`config.mk`:
```
export PLATFORM = sky130hd
export DESIGN_NAME = rssx_exec
export DESIGN_NICKNAME = d
export VERILOG_FILES = /design/src/hw/rssx_pkg.sv /design/src/hw/rssx_file_ram.sv /design/src/hw/rssx_wdog.sv /design/src/hw/rssx_exec.sv
export SDC_FILE = /design/constraint.sdc
export NUM_CORES = 2
export LEC_CHECK = 0
export BUFFER_PORTS_ARGS = -buffer_cell sky130_fd_sc_hd__buf_2
export CORE_UTILIZATION = 30
export CTS_BUF_LIST = sky130_fd_sc_hd__clkbuf_2 sky130_fd_sc_hd__clkbuf_4 sky130_fd_sc_hd__clkbuf_8
export DETAILED_ROUTE_END_ITERATION = 12
export GPL_ROUTABILITY_DRIVEN = 0
export PLACE_DENSITY_LB_ADDON = 0.08
export SLEW_MARGIN = 20
export SYNTH_ARGS = -nofsm -noshare
export SYNTH_HDL_FRONTEND = slang
export SYNTH_SLANG_ARGS = --single-unit
```
`constraint.sdc`:
```
create_clock -name CLK -period 5.6 [get_ports CLK]
set_input_delay 1.12 -clock CLK [delete_from_list [all_inputs] [get_ports CLK]]
set_output_delay 1.12 -clock CLK [all_outputs]
set_load 0.01 [all_outputs]
```
`src/hw/rssx_pkg.sv`:
```
package rssx_pkg;

  localparam int INSTR_W = 14;
  localparam int DATA_W = 8;
  localparam int FADDR_W = 7;
  localparam int BUS_AW = 8;
  localparam int PRESC_W = 8;
  localparam int WDOG_W = 8;

  // Clocks per instruction cycle, one per phase code
  localparam int PHASES_PER_CYCLE = 4;

  // Opcode fields
  localparam logic [5:0] ROT_OPC = 6'h0c;
  localparam logic [4:0] LSUB_OPC = 5'h1e;
  localparam logic [13:0] SLEEP_WORD = 14'h0063;
  localparam int DEST_BIT = 7;

  // Register map
  localparam logic [7:0] ADDR_ACCUM = 8'h00;
  localparam logic [7:0] ADDR_STATUS = 8'h01;
  localparam logic [7:0] ADDR_WDOG = 8'h02;
  localparam logic [7:0] ADDR_PRESC = 8'h03;
  localparam int FILE_SEL_BIT = 7;

  // Status fields
  localparam int ST_CARRY = 0;
  localparam int ST_NIBBLE = 1;
  localparam int ST_ZERO = 2;
  localparam int ST_PWRDN_N = 3;
  localparam int ST_TMO_N = 4;

  localparam logic [7:0] ACCUM_RESET = 8'h00;
  localparam logic [7:0] WDOG_CLEAR_VAL = 8'h00;
  localparam logic [7:0] PRESC_CLEAR_VAL = 8'h00;

  typedef enum logic [1:0] {
    PH_FETCH = 2'b00,
    PH_READ = 2'b01,
    PH_EXEC = 2'b10,
    PH_WRITE = 2'b11
  } rssx_phase_e;

  typedef enum logic [1:0] {
    OP_NONE = 2'b00,
    OP_ROT = 2'b01,
    OP_LSUB = 2'b10,
    OP_SLEEP = 2'b11
  } rssx_op_e;

  typedef struct packed {
    rssx_phase_e phase;
    rssx_op_e op;
    logic dest;
    logic [6:0] faddr;
    logic [7:0] lit;
    logic [7:0] fdata;
    logic [7:0] w;
    logic c;
    logic nib_c;
    logic z;
    logic tmo_n;
    logic pwrdn_n;
    logic sleeping;
    logic [7:0] rdata;
    logic rd_file;
  } rssx_state_s;

  localparam rssx_state_s STATE_RESET = '{
    phase: PH_FETCH, op: OP_NONE, dest: 1'b0, faddr: 7'h00, lit: 8'h00,
    fdata: 8'h00, w: ACCUM_RESET, c: 1'b0, nib_c: 1'b0, z: 1'b0,
    tmo_n: 1'b1, pwrdn_n: 1'b1, sleeping: 1'b0, rdata: 8'h00, rd_file: 1'b0
  };

  function automatic rssx_op_e decode_op(input logic [13:0] instr);
    if (instr[13:8] == ROT_OPC) begin
      decode_op = OP_ROT;
    end else if (instr[13:9] == LSUB_OPC) begin
      decode_op = OP_LSUB;
    end else if (instr == SLEEP_WORD) begin
      decode_op = OP_SLEEP;
    end else begin
      decode_op = OP_NONE;
    end
  endfunction : decode_op

  // Returns {carry_out, result}
  function automatic logic [8:0] rot_right(input logic [7:0] f, input logic cin);
    rot_right = {f[0], cin, f[7:1]};
  endfunction : rot_right

  // Returns {carry, nibble_carry, zero, result}; carry is the inverted borrow
  function automatic logic [10:0] lit_minus(input logic [7:0] k, input logic [7:0] w);
    logic [7:0] res;
    res = k - w;
    lit_minus = {(k >= w), (k[3:0] >= w[3:0]), (res == 8'h00), res};
  endfunction : lit_minus

endpackage : rssx_pkg

```
`src/hw/rssx_file_ram.sv`:
```
`timescale 1ns/1ps
module rssx_file_ram #(
  parameter int AW = 7,
  parameter int DW = 8
) (
  input wire logic clk,
  input wire logic [AW-1:0] a_addr,
  input wire logic a_we,
  input wire logic [DW-1:0] a_wdata,
  output logic [DW-1:0] a_rdata,
  input wire logic [AW-1:0] b_addr,
  input wire logic b_we,
  input wire logic b_re,
  input wire logic [DW-1:0] b_wdata,
  output logic [DW-1:0] b_rdata
);

  logic [DW-1:0] mem [0:(1<<AW)-1];

  // Execution port wins a write collision on the same word
  always_ff @(posedge clk) begin
    if (a_we) begin
      mem[a_addr] <= a_wdata;
    end
    if (b_we && !(a_we && a_addr == b_addr)) begin
      mem[b_addr] <= b_wdata;
    end
    a_rdata <= mem[a_addr];
    if (b_re) begin
      b_rdata <= mem[b_addr];
    end
  end

endmodule : rssx_file_ram

```
`src/hw/rssx_wdog.sv`:
```
`timescale 1ns/1ps
module rssx_wdog
  import rssx_pkg::*;
#(
  parameter int PW = PRESC_W,
  parameter int CW = WDOG_W
) (
  input wire logic clk,
  input wire logic reset,
  input wire logic clear,
  output logic [CW-1:0] count,
  output logic [PW-1:0] presc,
  output logic overflow
);

  typedef struct packed {
    logic [PW-1:0] presc;
    logic [CW-1:0] count;
  } rssx_wd_s;

  rssx_wd_s q;
  rssx_wd_s d;

  // Free running so that it can end a sleep with the oscillator stopped
  always_comb begin
    d = q;
    overflow = (&q.presc) && (&q.count);
    if (clear) begin
      d.presc = PW'(PRESC_CLEAR_VAL);
      d.count = CW'(WDOG_CLEAR_VAL);
    end else begin
      d.presc = q.presc + 1'b1;
      if (&q.presc) begin
        d.count = q.count + 1'b1;
      end
    end
  end

  always_ff @(posedge clk) begin
    if (reset) begin
      q <= '0;
    end else begin
      q <= d;
    end
  end

  assign count = q.count;
  assign presc = q.presc;
endmodule : rssx_wdog

```
`src/hw/rssx_exec.sv`:
```
// Function
// - Rotate right through carry, carry into bit7
// - Destination zero: result to accumulator only
// - Destination one: result back to file
// - Literal minus accumulator updates carry, nibble, zero
// - Literal subtract writes accumulator, never file
// - Carry set unless difference negative
// - Sleep clears power-down flag
// - Sleep sets timeout flag
// - Sleep clears watchdog counter and prescaler
// - Sleep opcode enters sleep, halts oscillator
`timescale 1ns/1ps
module rssx_exec
  import rssx_pkg::*;
(
  input wire logic CLK,
  input wire logic RESET,
  input wire logic [rssx_pkg::INSTR_W-1:0] INSTR,
  input wire logic INSTR_VALID,
  output logic INSTR_READY,
  output logic INSTR_DONE,
  input wire logic WAKE,
  output logic OSC_HALT,
  output logic TIMEOUT_FLAG_N,
  output logic POWERDOWN_FLAG_N,
  output logic [rssx_pkg::DATA_W-1:0] ACCUM,
  input wire logic [rssx_pkg::BUS_AW-1:0] BUS_ADDR,
  input wire logic [rssx_pkg::DATA_W-1:0] BUS_WDATA,
  input wire logic BUS_WR,
  input wire logic BUS_RD,
  output logic [rssx_pkg::DATA_W-1:0] BUS_RDATA
);

  import rssx_pkg::*;

  rssx_state_s q;
  rssx_state_s d;

  logic accept;
  logic commit;
  logic [8:0] rot;
  logic [10:0] sub;
  logic [6:0] ram_a_addr;
  logic ram_we;
  logic [7:0] ram_wdata;
  logic [7:0] ram_a_rdata;
  logic [7:0] ram_b_rdata;
  logic bus_file;
  logic wdog_clear;
  logic wdog_ovf;
  logic [7:0] wdog_count;
  logic [7:0] wdog_presc;

  function automatic logic is_file(input logic [7:0] addr);
    is_file = addr[FILE_SEL_BIT];
  endfunction : is_file

  assign bus_file = is_file(BUS_ADDR);

  // Read address follows the incoming word so data lands in the read phase
  assign ram_a_addr = (q.phase == PH_FETCH) ? INSTR[FADDR_W-1:0] : q.faddr;

  rssx_file_ram #(
    .AW(FADDR_W),
    .DW(DATA_W)
  ) rssx_file_ram_inst (
    .clk(CLK),
    .a_addr(ram_a_addr),
    .a_we(ram_we),
    .a_wdata(ram_wdata),
    .a_rdata(ram_a_rdata),
    .b_addr(BUS_ADDR[FADDR_W-1:0]),
    .b_we(BUS_WR && bus_file),
    .b_re(BUS_RD && bus_file),
    .b_wdata(BUS_WDATA),
    .b_rdata(ram_b_rdata)
  );

  rssx_wdog #(
    .PW(PRESC_W),
    .CW(WDOG_W)
  ) rssx_wdog_inst (
    .clk(CLK),
    .reset(RESET),
    .clear(wdog_clear),
    .count(wdog_count),
    .presc(wdog_presc),
    .overflow(wdog_ovf)
  );

  always_comb begin
    d = q;
    ram_we = 1'b0;
    ram_wdata = 8'h00;
    wdog_clear = 1'b0;
    accept = INSTR_VALID && (q.phase == PH_FETCH) && !q.sleeping;
    commit = (q.phase == PH_WRITE) && (q.op != OP_NONE);
    rot = rot_right(q.fdata, q.c);
    sub = lit_minus(q.lit, q.w);

    // Software writes first so a same-cycle instruction result overrides them
    if (BUS_WR && !bus_file) begin
      if (BUS_ADDR == ADDR_ACCUM) begin
        d.w = BUS_WDATA;
      end else if (BUS_ADDR == ADDR_STATUS) begin
        d.c = BUS_WDATA[ST_CARRY];
        d.nib_c = BUS_WDATA[ST_NIBBLE];
        d.z = BUS_WDATA[ST_ZERO];
      end
    end

    d.rdata = 8'h00;
    d.rd_file = BUS_RD && bus_file;
    if (BUS_RD && !bus_file) begin
      if (BUS_ADDR == ADDR_ACCUM) begin
        d.rdata = q.w;
      end else if (BUS_ADDR == ADDR_STATUS) begin
        d.rdata = {3'h0, q.tmo_n, q.pwrdn_n, q.z, q.nib_c, q.c};
      end else if (BUS_ADDR == ADDR_WDOG) begin
        d.rdata = wdog_count;
      end else if (BUS_ADDR == ADDR_PRESC) begin
        d.rdata = wdog_presc;
      end
    end

    // Phases freeze while the oscillator is halted
    if (q.sleeping) begin
      d.phase = PH_FETCH;
      if (WAKE || wdog_ovf) begin
        d.sleeping = 1'b0;
      end
    end else begin
      d.phase = rssx_phase_e'(q.phase + 2'h1);
    end

    // A watchdog timeout drops the timeout flag
    if (wdog_ovf) begin
      d.tmo_n = 1'b0;
    end

    if (accept) begin
      d.op = decode_op(INSTR);
      d.dest = INSTR[DEST_BIT];
      d.faddr = INSTR[FADDR_W-1:0];
      d.lit = INSTR[7:0];
    end

    if (q.phase == PH_READ) begin
      d.fdata = ram_a_rdata;
    end

    if (commit) begin
      d.op = OP_NONE;
      unique case (q.op)
        OP_ROT: begin
          d.c = rot[8];
          if (q.dest) begin
            ram_we = 1'b1;
            ram_wdata = rot[7:0];
          end else begin
            d.w = rot[7:0];
          end
        end
        OP_LSUB: begin
          d.w = sub[7:0];
          d.c = sub[10];
          d.nib_c = sub[9];
          d.z = sub[8];
        end
        OP_SLEEP: begin
          d.pwrdn_n = 1'b0;
          d.tmo_n = 1'b1;
          wdog_clear = 1'b1;
          d.sleeping = 1'b1;
        end
        OP_NONE: begin
        end
      endcase
    end
  end

  always_ff @(posedge CLK) begin
    if (RESET) begin
      q <= STATE_RESET;
    end else begin
      q <= d;
    end
  end

  assign INSTR_READY = (q.phase == PH_FETCH) && !q.sleeping;
  assign INSTR_DONE = commit;
  assign OSC_HALT = q.sleeping;
  assign TIMEOUT_FLAG_N = q.tmo_n;
  assign POWERDOWN_FLAG_N = q.pwrdn_n;
  assign ACCUM = q.w;
  // Read data stand only in the cycle after the strobe
  assign BUS_RDATA = q.rd_file ? ram_b_rdata : q.rdata;
endmodule : rssx_exec

```
==> results.cfg <==
[grt]
grt_start_max_net_pins = 91
antenna_found_initial = 21
grt_usage_pct = 25.18
grt_pass1_vias = 45184
grt_remaining_overflow = 0
grt_pass1_wl_um = 391700

[timing]
fin_crit_ns = 4.808
drv_slew = 0
hold_violations = 0
relSlewSlack_pct = 14.51
finalCritPeriodShare_pct = 85.85
fmax_ghz = 0.2080
rsz0062_at_grt = false
finalClockSkew_ns = 0.06097
tns_ns = 0
finalSetupViolCount = 0
tightest_slew_ns = 1.282

[routing]
via_per_inst = 5.853
drtIter0Drc = 4089
dr.pass1.iters = 6
vias = 45549
ant_nets = 0
drc = 0
wire_per_inst_um = 36.79
wl_um = 286300

[floorplan]
fp.coreArea_um2 = 219500
die_y_um = 471.8
ios = 57
die-width_um = 471.8
start_util_pct = 30.16
row_count = 172
dieArea_um2 = 222600

[synthesis]
ys_seq_area_share_pct = 48.84
yosysUniqueCellTypes = 70
synthesis.nets = 4763
synth_top_area_share_pct = 46.81
ys_seq_elements = 1099
syn_area_um2 = 66200
yosysWarnings = 0
synthTopCellsByArea = edfxtp_1 47%, mux2_2 17%, mux4_2 9.8%
avgSynthCellArea_um2 = 14.06
syn_inst = 4708
ys.flop_type = edfxtp_1
async_flop_share_pct = 0
synth_edf_count = 1032
synth_top_area_cell = edfxtp_1

[clock_tree]
htreeDepth = 4
cts.clk_slew.worst_paths_ns = 0.06
cts_setup_buffers = 0
cts-hold-fix-buffers = 0
cts-resized-gates = 0
cts_tree = built
cts-root-buf = clkbuf_8
clk_latency_ns = 1.02
cts_buffers = 213
cts.sinks = 1099
cts_max_path_buffers = 3

[finish]
multiInputGateArea_um2 = 31820
drive_gt1_share_pct = 43.96
nets = 4781
final_core_utilization_pct = 34.16
fillers = 21479
regArea_um2 = 32330
areaGrowthSynthToFinish_pct = 13.26

[worst_setup_path]
required_ns = 6.46
critPathKind = reg2reg
arrival_ns = 5.67
cp-start-kind = register
cp-end-kind = register
crit_fanout = 36

[run_status]
outcome = finished, final reports clean

[hold_path]
min_path_type = in2reg

[power]
peakVddDrop_uv = 242.9
p_per_area_nw_per_um2 = 252.4
leakage_nw = 29.87

[placement]
dp_hpwl_um = 185300
numPortBuffers = 56

[job]
drv_cap = 0
[flip-flops by register name (all words and copies together), names as in the netlist]
register,cells
rssx_file_ram_inst.a_rdata,8
POWERDOWN_FLAG_N,1
rssx_wdog_inst.presc,8
rssx_file_ram_inst.b_rdata,8
rssx_file_ram_inst.mem,1024
rssx_wdog_inst.count,8
TIMEOUT_FLAG_N,1
ACCUM,8
OSC_HALT,1
q,32
[kinds of logic after synthesis]
logic type,synth area share (%)
mux,36.60
xor+xnor,0.2911
flops,48.84
compound gates,6.558
simple gates,3.748
buf+inv,3.593
fa+ha+maj,0.3704
[critical path: stages, from the launching register on]
cell and delay (ns):
dfxtp_1 0.34, inv_1 0.07, ha_2 0.54, mux2i_4 0.63, buf_12 0.34, buf_4 0.35, mux2i_1 0.29, o22ai_1 0.12
o21ai_0 0.62, a41oi_1 0.60, or4_1 0.66
[layout by cell type (no fill, tap or decap), drive strengths merged, types with 5 or more instances in the layout]
cell,count
nand2,73
mux4,288
or4,10
clkinvlp,8
a21oi,28
o21ai,152
bufinv,6
a22oi,6
nand3b,5
a21o,6
diode,13
o221ai,10
xnor2,14
clkinv,86
dfxtp,67
a221oi,15
and3,7
nor4,5
inv,31
xor2,8
nand3,24
mux2,1038
ha,18
nor3b,7
o22a,7
nor2b,10
and2,13
buf,325
nand4,8
edfxtp,1032
o22ai,395
or3,6
nand2b,8
a31oi,11
mux2i,605
clkbuf,284
a41oi,32
nor2,209
nor3,7
[stage by stage]
step                      cells  setup WS [ns]  hold slack [ns]  power [mW]  instance area [um^2]
after floorplan            4708          1.898           0.4382       10.08                 66200
after global placement     7375         0.5681           0.4472       10.87                 70630
after detailed placement   7379         0.7235           0.4655       10.87                 70780
after CTS                  7766         0.8660           0.2774       19.12                 74910
after global routing       7773         0.7101           0.3380       19.45                 74960
final                      7782         0.7924           0.3891       18.93                 74980
[cell type report]
type                            instances  area share [%]
Multi-Input combinational cell       3059           42.44
Tap cell                             2871           4.791
Timing Repair Buffer                  327           3.957
Clock inverter                        105          0.8961
Inverter                               26          0.1335
Antenna cell                           13         0.04339
Clock buffer                          282           4.617
Sequential cell                      1099           43.12
[cell usage after synthesis, drive strengths merged (8+ instances only)]
cell type	number
mux2	1038
a21oi	28
xnor2	14
nand4	8
nor2b	10
o221ai	10
clkbuf	345
o22ai	395
mux4	288
nand2b	8
edfxtp	1032
and2	13
o21ai	152
xor2	8
a41oi	32
a221oi	15
nand3	24
a31oi	11
mux2i	605
buf	179
nand2	73
or4	10
dfxtp	67
nor2	209
ha	18
inv	26
[power breakdown]
group | switching [mW] | internal, mW
Clock | 3.92 | 4.29
Sequential | 0.0237 | 8.87
Combinational | 1.27 | 0.562
[metal layers]
| metal | track usage, % | part of all wire [%] | up-vias |
|---|---|---|---|
| met3 | 3.262 | 5.2 | 418 |
| met1 | 35.13 | 45 | 24485 |
| li1 | - | - | 18967 |
| met4 | 7.326 | 2.8 | 16 |
| met2 | 40.63 | 47 | 1663 |
| met5 | 0 | 0.040 | - |
[final timing paths]
| check | cells past startpoint | slack [ns] | startpoint | end |
|---|---|---|---|---|
| max reg2reg | 10 | 0.79 | q[49] | rssx_file_ram_inst.a_rdata[1] |
| max | 10 | 0.79 | q[49] | rssx_file_ram_inst.a_rdata[1] |
| min reg2reg | 2 | 0.48 | rssx_file_ram_inst.a_rdata[6] | q[29] |
| min | 3 | 0.39 | INSTR[7] | q[46] |
Note: power is estimated with default switching activity, not from simulation.
